[config.mk]
export PLATFORM = sky130hd
export DESIGN_NAME = eba_bulk_access
export DESIGN_NICKNAME = d
export VERILOG_FILES = /design/src/logic/eba_pkg.sv /design/src/logic/eba_bulk_access.sv /design/src/logic/eba_unlock.sv /design/src/logic/eba_nvm.sv
export VERILOG_INCLUDE_DIRS = /design/src /design/src/logic
export SDC_FILE = /design/constraint.sdc
export NUM_CORES = 2
export LEC_CHECK = 0
export ABC_AREA = 0
export BUFFER_PORTS_ARGS = -buffer_cell sky130_fd_sc_hd__buf_2
export CAP_MARGIN = 5
export CELL_PAD_IN_SITES_DETAIL_PLACEMENT = 1
export CELL_PAD_IN_SITES_GLOBAL_PLACEMENT = 1
export CORE_MARGIN = 2
export CORE_UTILIZATION = 25
export DETAILED_ROUTE_END_ITERATION = 8
export HOLD_SLACK_MARGIN = 0.15
export PLACE_DENSITY = 0.47
export SETUP_SLACK_MARGIN = 0.4
export SYNTH_ARGS = -nofsm -noshare
export SYNTH_HDL_FRONTEND = slang
export SYNTH_SLANG_ARGS = --single-unit
[constraint.sdc]
create_clock -name clk -period 4.5 [get_ports clk]
set_input_delay 0.675 -clock clk [delete_from_list [all_inputs] [get_ports clk]]
set_output_delay 0.675 -clock clk [all_outputs]
set_load 0.05 [all_outputs]
[src/logic/eba_map.svh]
/*
  Command codes, key bytes, field positions, reset values and timing
  counts of the bulk programming gate. Assumes a 10 MHz core clock.
*/
`ifndef EBA_MAP_SVH
`define EBA_MAP_SVH
`define EBA_CMD_UNLOCK 8'hBD
`define EBA_CMD_ERASE 8'hBE
`define EBA_CMD_DATA 8'hBF
`define EBA_CMD_STATUS 8'hEF
`define EBA_KEY_LEAD 8'h2B
`define EBA_KEY_RW_OPT 8'hD4
`define EBA_KEY_RW_REQ 8'hD5
`define EBA_KEY_RO_MID 8'h91
`define EBA_KEY_RO_OPT 8'hE4
`define EBA_KEY_RO_REQ 8'hE5
`define EBA_ERASE_KEY 8'h2B
// Arbitrary value
`define EBA_PACK_REV_ID 16'h0001
`define EBA_USER_WORDS 64
`define EBA_MFR_WORDS 8
`define EBA_ADDR_W 6
`define EBA_MFR_FILL 16'hA500
`define EBA_ERASED_WORD 16'hFFFF
`define EBA_STAT_NOTBUSY_BIT 6
`define EBA_BYTE_RST 8'h00
`define EBA_PTR_RST 16'h0000
`define EBA_CLK_HZ 10000000
`define EBA_ERASE_TIME_MS 400
`define EBA_PROG_TIME_MS 0.51
`define EBA_ERASE_CYC (`EBA_ERASE_TIME_MS * (`EBA_CLK_HZ / 1000))
`define EBA_PROG_CYC \
  ($rtoi(`EBA_PROG_TIME_MS * `EBA_CLK_HZ / 1000.0 + 0.999))
`endif

[src/logic/eba_pkg.sv]
/*
  Types of the bulk programming gate: modes, sequencer stages and the
  command and answer carriers. Assumes nothing else.
*/
package eba_pkg;
  typedef enum logic [2:0] {
    EBA_LOCKED, EBA_RW_OPT, EBA_RW_REQ, EBA_RO_OPT, EBA_RO_REQ
  } eba_mode_t;
  typedef enum logic [1:0] {STG_IDLE, STG_LEAD, STG_MID} eba_stage_t;
  typedef enum logic [1:0] {DIR_NONE, DIR_READ, DIR_WRITE} eba_dir_t;
  typedef struct packed {
    logic write;
    logic [7:0] code;
    logic [15:0] wdata;
    logic pec_present;
    logic pec_ok;
  } eba_cmd_t;
  typedef struct packed {
    logic nack;
    logic [15:0] data;
  } eba_rsp_t;
endpackage : eba_pkg

[src/logic/eba_bulk_access.sv]
/*
  Bulk programming gate for the nonvolatile configuration store:
  key sequencer, erase control, auto-incrementing word port, busy
  status and command refusal. Assumes an SMBus front end on the same
  clock that presents one decoded command per cmd_valid pulse, checks
  PEC on incoming writes, appends PEC on reads when pec_required is
  high, and turns rsp.nack into a NACK on the wire.
*/
//
// Contract
// - 0x2B,0xD4 unlocks read/write, PEC optional
// - 0x2B,0xD5 unlocks read/write, PEC required
// - 0x2B,0x91,0xE4 read-only all space, PEC optional
// - 0x2B,0x91,0xE5 read-only all space, PEC required
// - Any other key sequence locks
// - Key readback: last byte, zero when locked
// - Completed unlock clears word pointer
// - Erase key 0x2B erases; other values lock
// - Erase readback returns last written value
// - First read returns packing revision id
// - Second read returns available word count
// - Later reads stream words from lowest address
// - Read past end returns zero, locks
// - Writes fill from lowest; overflow write locks
// - Transfers bypass working configuration
// - Busy clears not-busy status flag
// - Status byte read is never refused
// - Busy refuses every other command
// - Bulk erase holds busy about 400 ms
// - PEC optional or mandatory per mode
// - Commands 0xBD,0xBE byte; 0xBF word
`timescale 1ns/1ps
`include "eba_map.svh"
module eba_bulk_access
  import eba_pkg::*;
#(
  parameter int unsigned ERASE_CYCLES = `EBA_ERASE_CYC,
  parameter int unsigned PROG_CYCLES = `EBA_PROG_CYC
) (
  input wire logic clk, // Core clock, 10 MHz
  input wire logic sys_rst, // Sync reset, high
  input wire logic cmd_valid, // One-cycle command strobe
  input wire eba_cmd_t cmd, // Decoded command
  output logic rsp_valid, // Answer strobe
  output eba_rsp_t rsp, // Answer: nack and read data
  output logic pec_required, // Current mode demands PEC
  output logic [7:0] status_byte, // Common status byte
  output eba_mode_t mode, // Current access mode
  output logic busy // Store operation running
);

  ////////////////////////////////////////////////////////////////////////
  // Declarations

  localparam logic [15:0] USER_CNT = 16'(`EBA_USER_WORDS);
  localparam logic [15:0] FULL_CNT =
    16'(`EBA_USER_WORDS + `EBA_MFR_WORDS);

  logic is_key, is_erase, is_data, is_stat, ours;
  logic req_pec, pec_bad, refuse, take;
  logic key_wr, ers_wr, dat_wr, dat_rd;
  logic rw_mode, ro_mode, seq_done, nvm_busy;
  logic erase_go, prog_go, ers_lock, wr_lock, rd_lock, rd_over;
  logic rd_adv, lock_req;
  logic [15:0] word_count, rd_idx, rd_word, mfr_word, nvm_word;
  logic [15:0] ptr_r, ans_data;
  logic [7:0] last_key_r, ers_val_r;
  logic erased_r, rsp_valid_r;
  eba_rsp_t rsp_r;
  eba_dir_t dir_r;
  eba_mode_t mode_w;

  ////////////////////////////////////////////////////////////////////////
  // Command decode and refusal

  always_comb begin
    is_key = (cmd.code == `EBA_CMD_UNLOCK);
    is_erase = (cmd.code == `EBA_CMD_ERASE);
    is_data = (cmd.code == `EBA_CMD_DATA);
    is_stat = (cmd.code == `EBA_CMD_STATUS) && !cmd.write;
    ours = is_key || is_erase || is_data;
  end

  assign req_pec = (mode_w == EBA_RW_REQ) || (mode_w == EBA_RO_REQ);
  assign pec_required = req_pec;

  // A PEC byte is always checked when sent; only the strict modes
  // insist that it is sent at all
  assign pec_bad = cmd.write &&
    ((req_pec && !cmd.pec_present) ||
     (cmd.pec_present && !cmd.pec_ok));

  // The status read wins over everything, so a host can always poll
  assign refuse = is_stat ? 1'b0 :
    (nvm_busy || (ours && pec_bad));
  assign take = cmd_valid && !refuse;

  assign key_wr = take && cmd.write && is_key;
  assign ers_wr = take && cmd.write && is_erase;
  assign dat_wr = take && cmd.write && is_data;
  assign dat_rd = take && !cmd.write && is_data;

  assign rw_mode = (mode_w == EBA_RW_OPT) || (mode_w == EBA_RW_REQ);
  assign ro_mode = (mode_w == EBA_RO_OPT) || (mode_w == EBA_RO_REQ);

  ////////////////////////////////////////////////////////////////////////
  // Key sequencer

  eba_unlock u_unlock (
    .clk(clk),
    .sys_rst(sys_rst),
    .key_wr(key_wr),
    .key_byte(cmd.wdata[7:0]),
    .lock_req(lock_req),
    .mode(mode_w),
    .seq_done(seq_done)
  );

  assign mode = mode_w;

  always_ff @(posedge clk) begin
    if (sys_rst) last_key_r <= `EBA_BYTE_RST;
    else if (key_wr) last_key_r <= cmd.wdata[7:0];
  end

  ////////////////////////////////////////////////////////////////////////
  // Erase control

  // Only a read/write mode may erase; a wrong value or a read-only
  // mode throws the part back to locked
  assign erase_go = ers_wr && rw_mode &&
    (cmd.wdata[7:0] == `EBA_ERASE_KEY);
  assign ers_lock = ers_wr && (mode_w != EBA_LOCKED) &&
    (ro_mode || cmd.wdata[7:0] != `EBA_ERASE_KEY);

  always_ff @(posedge clk) begin
    if (sys_rst) ers_val_r <= `EBA_BYTE_RST;
    else if (ers_wr) ers_val_r <= cmd.wdata[7:0];
  end

  // Writes are only allowed after an erase; a full pass
  // uses the erase up
  always_ff @(posedge clk) begin
    if (sys_rst) erased_r <= 1'b0;
    else if (erase_go) erased_r <= 1'b1;
    else if (prog_go && ptr_r == USER_CNT - 16'h0001) erased_r <= 1'b0;
  end

  ////////////////////////////////////////////////////////////////////////
  // Word port: read side

  assign word_count = ro_mode ? FULL_CNT : USER_CNT;
  assign rd_idx = ptr_r - 16'h0002;
  assign mfr_word = `EBA_MFR_FILL ^ (rd_idx - USER_CNT);

  always_comb begin
    rd_word = 16'h0000;
    rd_over = 1'b0;
    if (mode_w == EBA_LOCKED || dir_r == DIR_WRITE) begin
      rd_word = 16'h0000;
    end else if (ptr_r == 16'h0000) begin
      rd_word = `EBA_PACK_REV_ID;
    end else if (ptr_r == 16'h0001) begin
      rd_word = word_count;
    end else if (rd_idx < word_count) begin
      rd_word = (rd_idx < USER_CNT) ? nvm_word : mfr_word;
    end else begin
      rd_over = 1'b1;
    end
  end

  // Mixing directions in one session is a host fault; locking keeps
  // a half-written store from being read back as if it were good
  assign rd_lock = (mode_w != EBA_LOCKED) &&
    (dir_r == DIR_WRITE || rd_over);
  assign rd_adv = dat_rd && (mode_w != EBA_LOCKED) && !rd_lock;

  ////////////////////////////////////////////////////////////////////////
  // Word port: write side

  always_comb begin
    wr_lock = 1'b0;
    prog_go = 1'b0;
    if (!dat_wr || mode_w == EBA_LOCKED) begin
      wr_lock = 1'b0;
    end else if (ro_mode) begin
      wr_lock = 1'b1;
    end else if (!erased_r || dir_r == DIR_READ) begin
      wr_lock = 1'b1;
    end else if (ptr_r >= USER_CNT) begin
      wr_lock = 1'b1;
    end else begin
      prog_go = 1'b1;
    end
  end

  assign lock_req = (dat_rd && rd_lock) || wr_lock || ers_lock;

  ////////////////////////////////////////////////////////////////////////
  // Pointer and session direction

  always_ff @(posedge clk) begin
    if (sys_rst) ptr_r <= `EBA_PTR_RST;
    else if (seq_done || erase_go) ptr_r <= `EBA_PTR_RST;
    else if (rd_adv || prog_go) ptr_r <= ptr_r + 16'h0001;
  end

  always_ff @(posedge clk) begin
    if (sys_rst) dir_r <= DIR_NONE;
    else if (seq_done || erase_go || lock_req) dir_r <= DIR_NONE;
    else if (rd_adv) dir_r <= DIR_READ;
    else if (prog_go) dir_r <= DIR_WRITE;
  end

  ////////////////////////////////////////////////////////////////////////
  // Store

  // The store is the only place written words go: nothing here
  // reaches the working configuration
  eba_nvm #(
    .ERASE_CYCLES(ERASE_CYCLES),
    .PROG_CYCLES(PROG_CYCLES)
  ) u_nvm (
    .clk(clk),
    .sys_rst(sys_rst),
    .erase_go(erase_go),
    .prog_go(prog_go),
    .prog_addr(ptr_r[`EBA_ADDR_W-1:0]),
    .prog_data(cmd.wdata),
    .rd_addr(rd_idx[`EBA_ADDR_W-1:0]),
    .rd_data(nvm_word),
    .busy(nvm_busy)
  );

  assign busy = nvm_busy;

  always_comb begin
    status_byte = 8'h00;
    status_byte[`EBA_STAT_NOTBUSY_BIT] = !nvm_busy;
  end

  ////////////////////////////////////////////////////////////////////////
  // Answer

  always_comb begin
    ans_data = 16'h0000;
    if (cmd.write) ans_data = 16'h0000;
    else if (is_stat) ans_data = {8'h00, status_byte};
    else if (is_key) ans_data = (mode_w == EBA_LOCKED) ? 16'h0000 :
      {8'h00, last_key_r};
    else if (is_erase) ans_data = {8'h00, ers_val_r};
    else if (is_data) ans_data = rd_word;
  end

  always_ff @(posedge clk) begin
    if (sys_rst) rsp_valid_r <= 1'b0;
    else rsp_valid_r <= cmd_valid;
  end

  always_ff @(posedge clk) begin
    if (sys_rst) begin
      rsp_r <= '0;
    end else if (cmd_valid) begin
      rsp_r.nack <= refuse;
      rsp_r.data <= refuse ? 16'h0000 : ans_data;
    end
  end

  assign rsp_valid = rsp_valid_r;
  assign rsp = rsp_r;
endmodule : eba_bulk_access

[src/logic/eba_unlock.sv]
/*
  Key sequencer: recognises the four unlock sequences and holds the
  access mode. Assumes key writes come one per accepted command.
*/
`timescale 1ns/1ps
`include "eba_map.svh"
module eba_unlock
  import eba_pkg::*;
(
  input wire logic clk, // Core clock
  input wire logic sys_rst, // Sync reset, high
  input wire logic key_wr, // Accepted key byte write
  input wire logic [7:0] key_byte, // Key byte
  input wire logic lock_req, // Force locked
  output eba_mode_t mode, // Current access mode
  output logic seq_done // Sequence completed now
);
  eba_stage_t stage_r, stage_nxt;
  eba_mode_t mode_r, mode_nxt;

  always_comb begin
    stage_nxt = stage_r;
    mode_nxt = mode_r;
    seq_done = 1'b0;
    if (key_wr) begin
      stage_nxt = STG_IDLE;
      mode_nxt = EBA_LOCKED;
      case (stage_r)
        STG_IDLE: begin
          if (key_byte == `EBA_KEY_LEAD) stage_nxt = STG_LEAD;
        end
        STG_LEAD: begin
          if (key_byte == `EBA_KEY_RW_OPT) mode_nxt = EBA_RW_OPT;
          else if (key_byte == `EBA_KEY_RW_REQ) mode_nxt = EBA_RW_REQ;
          else if (key_byte == `EBA_KEY_RO_MID) stage_nxt = STG_MID;
        end
        STG_MID: begin
          if (key_byte == `EBA_KEY_RO_OPT) mode_nxt = EBA_RO_OPT;
          else if (key_byte == `EBA_KEY_RO_REQ) mode_nxt = EBA_RO_REQ;
        end
        default: stage_nxt = STG_IDLE;
      endcase
      seq_done = (mode_nxt != EBA_LOCKED);
    end else if (lock_req) begin
      mode_nxt = EBA_LOCKED;
      stage_nxt = STG_IDLE;
    end
  end

  always_ff @(posedge clk) begin
    if (sys_rst) stage_r <= STG_IDLE;
    else stage_r <= stage_nxt;
  end

  always_ff @(posedge clk) begin
    if (sys_rst) mode_r <= EBA_LOCKED;
    else mode_r <= mode_nxt;
  end

  assign mode = mode_r;
endmodule : eba_unlock

[src/logic/eba_nvm.sv]
/*
  Nonvolatile word store with bulk erase and word program timers.
  Assumes starts are only issued while busy is low.
*/
`timescale 1ns/1ps
`include "eba_map.svh"
module eba_nvm
  import eba_pkg::*;
#(
  parameter int unsigned ERASE_CYCLES = `EBA_ERASE_CYC,
  parameter int unsigned PROG_CYCLES = `EBA_PROG_CYC
) (
  input wire logic clk, // Core clock
  input wire logic sys_rst, // Sync reset, high
  input wire logic erase_go, // Start bulk erase
  input wire logic prog_go, // Start word program
  input wire logic [`EBA_ADDR_W-1:0] prog_addr, // Word to program
  input wire logic [15:0] prog_data, // Value to program
  input wire logic [`EBA_ADDR_W-1:0] rd_addr, // Word to read
  output logic [15:0] rd_data, // Stored word
  output logic busy // Operation running
);
  logic [21:0] timer_r, len_r;
  logic busy_r, op_erase_r, commit;
  logic [`EBA_ADDR_W-1:0] addr_r;
  logic [15:0] data_r;
  // Contents survive reset on purpose: this models the cell array
  logic [15:0] mem_r [`EBA_USER_WORDS];

  assign commit = busy_r && (timer_r == 22'h00_0000);

  always_ff @(posedge clk) begin
    if (sys_rst) begin
      busy_r <= 1'b0;
      timer_r <= 22'h00_0000;
    end else if (!busy_r && (erase_go || prog_go)) begin
      busy_r <= 1'b1;
      timer_r <= erase_go ? 22'(ERASE_CYCLES - 1)
                          : 22'(PROG_CYCLES - 1);
    end else if (commit) begin
      busy_r <= 1'b0;
    end else if (busy_r) begin
      timer_r <= timer_r - 22'h00_0001;
    end
  end

  always_ff @(posedge clk) begin
    if (sys_rst) begin
      op_erase_r <= 1'b0;
      addr_r <= '0;
      data_r <= 16'h0000;
    end else if (!busy_r && (erase_go || prog_go)) begin
      op_erase_r <= erase_go;
      addr_r <= prog_addr;
      data_r <= prog_data;
    end
  end

  // Cells change only when the operation time has run out
  for (genvar i = 0; i < `EBA_USER_WORDS; i++) begin : g_word
    localparam logic [`EBA_ADDR_W-1:0] IDX = `EBA_ADDR_W'(i);
    always_ff @(posedge clk) begin
      if (commit && op_erase_r) mem_r[i] <= `EBA_ERASED_WORD;
      else if (commit && addr_r == IDX) mem_r[i] <= data_r;
    end
  end

  assign rd_data = mem_r[rd_addr];
  assign busy = busy_r;

  always_ff @(posedge clk) begin
    if (sys_rst || !busy_r) len_r <= 22'h00_0000;
    else len_r <= len_r + 22'h00_0001;
  end
endmodule : eba_nvm

---- Word-level counts from Yosys, hierarchy flattened ----
Memory sizes are Yosys's and may differ from the RTL's.
Cells that the tools add are included.
cells by class
  $add $sub $neg .......................... 4
  $lt $le $gt $ge ......................... 3
  equal/unequal tests ..................... 85
  mux-type cells .......................... 310
  bitwise logic cells ..................... 65
  reduce and logical (&&, ||, !) cells .... 130
operators by type and width
  cell                                                                            count
  16-bit two-way mux                                                              75
  1-bit two-way mux                                                               215
  6-bit equality test (second input constant)                                     32
  6-bit by 5-bit equality test with 1-bit output (second input constant)          16
  1-bit logical AND                                                               88
  22-bit two-way mux                                                              4
  8-bit equality test (second input constant)                                     9
  1-bit OR                                                                        64
  6-bit by 4-bit equality test with 1-bit output (second input constant)          8
  6-bit by 3-bit equality test with 1-bit output (second input constant)          4
  22-bit zero test                                                                1
  22-bit by 1-bit subtractor with 22-bit output (second input constant)           1
  1-bit logical OR                                                                18
  3-bit two-way mux                                                               6
  16-bit by 1-bit adder with 16-bit output (second input constant)                1
  16-bit by 1-bit equality test with 1-bit output (second input constant)         1
  16-bit by 6-bit equality test with 1-bit output (second input constant)         1
  16-bit by 7-bit >= comparator with 1-bit output (second input constant)         1
  16-bit zero test                                                                1
  16-bit by 7-bit less-than comparator with 1-bit output                          1
  16-bit by 7-bit less-than comparator with 1-bit output (second input constant)  1
  16-bit by 2-bit subtractor with 16-bit output (second input constant)           1
  16-bit by 7-bit subtractor with 16-bit output (second input constant)           1
  6-bit by 2-bit equality test with 1-bit output (second input constant)          2
  24 further kinds                                                                45
word-level totals
  flip-flop bits (word level) ............. 104
  memory bits (writable) .................. 1,024
  bits of input ports ..................... 30
  output and inout port bits .............. 31
  memories ................................ 1
memories
  memory       words  bits a word  rd ports  clocked after memory_dff  write ports  line           text
  u_nvm.mem_r  64     16           1         0                         64           eba_nvm.sv:28  logic [15:0] mem_r [`EBA_USER_WORDS];

---- Longest topological paths before layout ----
  depth after elaboration ................. 19
  depth in mapped cells ................... 17

---- Modules after synthesis ----
From an unflattened synthesis, not the netlist that was laid out.
second synthesis, totals
  cells, all modules ...................... 3,685
  area, all modules ....................... 50,264.5 um^2
by module, submodules not included
  module           times used  cells each  area each (um^2)  seq. area each (um^2)
  eba_nvm          1           3,256       46,651.0          31,670.4
  eba_bulk_access  1           396         3,306.9           1,061.0
  eba_unlock       1           33          306.5             100.1

---- Least setup slack after synthesis ----
OpenSTA, ideal clock, no wires.
  path kind ............................... reg-to-reg
  start ................................... register ptr_r[1]
  end ..................................... register rsp_r, in the netlist rsp[14]
  arrival ................................. 4,564 ps
  required time ........................... 4,383 ps
  slack ................................... -181 ps
  cell stages (with the launch flop) ...... 17
  buffers on the path ..................... 7
  cells stage by stage .................... dfxtp_1 buf_2 buf_1 clkbuf_1 clkbuf_1 inv_1 ha_1 buf_2 xor2_1 buf_2 buf_2 mux4_2 a311oi_1 o211ai_1 nand3_1 o21bai_1 a22o_1
on the way
  word-level cells in the longest chain between the ends .. 13
  elaborated cells between the ends (all ways) .. 18
  classes of those cells .................. 2 x add/sub; 2 x order compare; 1 x eq/ne; 11 x mux; 1 x reduce/logical; 1 x memory
RTL lines
  what                                                                   line                    text
  start, declared                                                        eba_bulk_access.sv:66   logic [15:0] ptr_r, ans_data;
  start signal, assigned                                                 eba_bulk_access.sv:203  if (sys_rst) ptr_r <= `EBA_PTR_RST;
  start signal, assigned                                                 eba_bulk_access.sv:204  else if (seq_done || erase_go) ptr_r <= `EBA_PTR_RST;
  start signal, assigned                                                 eba_bulk_access.sv:205  else if (rd_adv || prog_go) ptr_r <= ptr_r + 16'h0001;
  16-bit by 2-bit subtractor with 16-bit output                          eba_bulk_access.sv:153  assign rd_idx = ptr_r - 16'h0002;
  16-bit by 7-bit subtractor with 16-bit output (tied with other cells)  eba_bulk_access.sv:154  assign mfr_word = `EBA_MFR_FILL ^ (rd_idx - USER_CNT);
  16-bit two-way mux                                                     eba_bulk_access.sv:166  rd_word = (rd_idx < USER_CNT) ? nvm_word : mfr_word;
  16-bit two-way mux                                                     eba_bulk_access.sv:165  end else if (rd_idx < word_count) begin
  16-bit two-way mux                                                     eba_bulk_access.sv:163  end else if (ptr_r == 16'h0001) begin
  16-bit two-way mux (*)                                                 eba_bulk_access.sv:161  end else if (ptr_r == 16'h0000) begin
  16-bit two-way mux (*)                                                 eba_bulk_access.sv:159  if (mode_w == EBA_LOCKED || dir_r == DIR_WRITE) begin
  16-bit two-way mux (*)                                                 eba_bulk_access.sv:252  else if (is_data) ans_data = rd_word;
  16-bit two-way mux (*)                                                 eba_bulk_access.sv:251  else if (is_erase) ans_data = {8'h00, ers_val_r};
  16-bit two-way mux (*)                                                 eba_bulk_access.sv:249  else if (is_key) ans_data = (mode_w == EBA_LOCKED) ? 16'h0000 :
  16-bit two-way mux (*)                                                 eba_bulk_access.sv:248  else if (is_stat) ans_data = {8'h00, status_byte};
  16-bit two-way mux (*)                                                 eba_bulk_access.sv:247  if (cmd.write) ans_data = 16'h0000;
  16-bit two-way mux (*)                                                 eba_bulk_access.sv:265  rsp_r.data <= refuse ? 16'h0000 : ans_data;
  end, declared                                                          eba_bulk_access.sv:69   eba_rsp_t rsp_r;
Every way passes the cells marked *; elsewhere a longest branch is shown, timed or not.
A chain may end at the register's enable or synchronous reset.

==> results.txt <==
Finished Cell Area: 61300 µm²
Yosys cell types: 79
Critical register-to-register path startpoint: u_nvm.timer_r[6]
First-pass GRT wire length: 278000 µm
Routed wire per std cell: 29.6 µm
Antenna-violating nets left: 0
Post-Syn Area per Cell: 14.1 µm²
Crit path launch type: flip-flop
Vias per inst: 5.10
Post-synth top cells: or3_1, edfxtp_1, clkbuf_1
FF+latch area: 32900 µm²
Hold_sp: cmd[7]
Status: complete, no violations
Area after DPL: 57000 µm²
CTS tree: yes
Core ar.: 210000 µm²
Total CTS buffers: 136
RSZ-0062 raised after global routing: false
Worst setup path class: reg2reg
Ys Warns: 0
Area leader, netlist: edfxtp_1
Fill count: 22.0k
Routed WL: 195000 µm
P&R area growth vs syn: 15.8%
Ys flop type: edfxtp_1
H-Tree Depth: 4
Cell depth of the worst flop-to-flop path: 7
Comb pwr share: 0.004
Hold Path Sink: last_key_r[5]
Post-route minimum period: 3.97 ns
DIE HEIGHT: 464 µm
Power per Cell Area: 360 nW/µm²
Max Cap Viol: 0
Seq/Total Area, Yosys: 0.620
Setup TNS: 0 ns
Top post-synthesis cells by area: edfxtp_1, mux4_2, or3_1, dfxtp_1, clkbuf_1
WP data required: 4.87 ns
Initial antenna violation count: 19
R2R Setup Slk: 0.53 ns
Clock Skews: 0.0434 ns
Ys async rst share: 0
Hold Crit Depth: 3
Gr ovfl total: 0
Fin util: 0.292
Post-Syn Instances: 3759
Remaining DRCs: 0
#FFs+latches synth: 1128
Worst skew pair latency: 0.80 ns
VDD IR max: 0.000278 V
Final Max Tran Viols: 0
Post-DP HPWL: 119000 µm
Internal: 17.5 mW
Ratio of cells with drive above 1 in the final layout: 0.231
Max_slew headroom: 0.179
Via count: 33.6k
Buffers on Ports: 53
Crit. End Element: flip-flop
Leak Pwr: 20.4 nW
Clock transition at path regs: 0.05 ns
Final Hold Viols: 0
Vias in the first global route: 34.6k
Top-area cell type share of the netlist area: 0.581
Routed wl met2: 93500 µm
Final Non-Filler Cells: 6591
Crit Path Max Fanout: 16
Root buffer cell: clkbuf_16
Switching Fraction: 0.210
Clk pwr share: 0.486
Top sig layer: met4
Syn Std Cell Area: 53000 µm²
Die ar.: 216000 µm²
Clock Sinks: 1128
Reg2reg end: u_nvm.mem_r[28][12]
RePlAce Congestion: 0.825
Max Clock Freq: 0.252 GHz
DRT iter0 DRCs: 3160
Worst Hold Class: in2reg
Pin count of the biggest net entering global routing: 129
Row cnt: 168
# nets final: 3719
Met3 wire len: 9860 µm
I/O pins: 61
Count leader, synth: or3_1
Area of the multi-input gates: 18500 µm²
Least-Margin Pin Slew: 1.23 ns
Post-layout power: 22.1 mW
Reg power frac: 0.509
Starting Density: 0.252
Tot GR Track Use: 0.178
M1 wire length: 88400 µm
TritonRoute pass-1 iters: 7
P_sw: 4.64 mW
# setup viols final: 0
EDFF count, synth: 1024
Clock tree buffer depth: 3
Cells after DPL: 6333
WP data arrival: 4.34 ns
Die width: 464 µm
CP startpoint: u_nvm.timer_r[6]
Final critical-path share of the clock period: 0.881
## sequential cells by signal, summed over array words and instances, names as in the netlist
register	flops
erased_r	1
u_nvm.op_erase_r	1
rsp	17
ptr_r	16
dir_r	2
u_nvm.addr_r	6
ers_val_r	8
rsp_valid	1
u_nvm.timer_r	22
u_nvm.busy	1
u_nvm.mem_r	1024
u_nvm.data_r	16
u_unlock.stage_r	2
u_unlock.mode	3
last_key_r	8
## worst max-delay path by stage
stage / end / cells after the start
2_1_floorplan: u_nvm.mem_r[18][0] / 8
3_3_place_gp: u_nvm.mem_r[48][14] / 7
3_5_place_dp: rsp[2] / 9
4_1_cts: u_nvm.mem_r[57][1] / 7
5_1_grt: u_nvm.mem_r[3][11] / 8
6_report: u_nvm.mem_r[28][12] / 7
## power groups by stage
stage	combinational [mW]	sequential [mW]	clock (mW)
after detailed placement	0.0940	11.5	0
after CTS	0.0996	11.3	11.0
after floorplan	0.0538	11.5	0
after global routing	0.107	11.2	11.3
final	0.0987	11.3	10.7
after global placement	0.0938	11.5	0
## cell usage in the layout, fill, tap and decap left out, types with 12 or more instances in the layout
cell | synthesis | final
clkbuf_1 | 396 | 32
buf_2 | 40 | 53
nor3_1 | 40 | 40
dfxtp_1 | 104 | 86
buf_4 | 8 | 171
clkinv_2 | 0 | 18
a21oi_1 | 64 | 64
inv_1 | 20 | 20
nor2b_1 | 17 | 17
edfxtp_1 | 1024 | 1024
nand4_1 | 20 | 20
nor4_1 | 12 | 12
clkinv_1 | 0 | 24
nand3_1 | 48 | 44
o21ai_2 | 0 | 62
or4_1 | 14 | 14
a31oi_1 | 15 | 15
o21ai_0 | 88 | 24
xnor2_1 | 20 | 16
dfxtp_2 | 0 | 16
mux4_2 | 306 | 306
buf_12 | 0 | 25
clkbuf_16 | 0 | 141
mux2i_1 | 30 | 30
nor2_1 | 67 | 67
or3_1 | 1036 | 1035
nand2_1 | 148 | 147
## metrics by stage
| stage | setup slack (ns) | hold WS [ns] |
|---|---|---|
| floorplan | 0.383 | 0.437 |
| global placement | 0.386 | 0.439 |
| detailed placement | 0.299 | 0.444 |
| CTS | 0.411 | 0.155 |
| global route | 0.409 | 0.201 |
| finish | 0.535 | 0.225 |
## critical path, stage by stage, from the launching register on
cell and delay, ns:
dfxtp_1 0.34, or4_1 0.57, or4_4 0.47, or4_4 0.49
nor2_4 0.13, buf_4 0.22, nand3_4 0.26, o21ai_2 1.06
## metal layers
metal,up-vias,GRT usage
met3,186,0.0249
li1,14500,-
met5,-,0
met2,865,0.293
met4,0,0.0356
met1,18000,0.251
## cells by family (layout without fill, tap and decap cells)
kind of cell	count (synthesis)	in the layout	synth area share
compound gates	258	258	0.0303
xor+xnor	32	32	0.00529
fa+ha+maj	12	12	0.00283
buf+inv	504	514	0.0395
flops	1128	1128	0.620
mux	341	341	0.137
other cells	1	18	0.0000708
simple gates	1483	1483	0.165
## cell type report
type / instances / share of cell area
diodes: 11 / 0.000449
clock buffers: 177 / 0.0604
clock inverters: 59 / 0.00826
inverters: 21 / 0.00128
multi-input cells: 2133 / 0.302
flip-flops and latches: 1128 / 0.536
well taps: 2805 / 0.0572
repair buffers: 257 / 0.0347
## repair_timing
item | CTS | global route
gates resized for setup | 1 | 2
endpoints found under the hold margin | 8 | 0
hold buffers | 8 | 0
pin swaps | 1 | 0
setup buffers | 3 | 0
endpoints found under the setup margin | 17 | 32
Note: power is estimated with default switching activity, not from simulation.
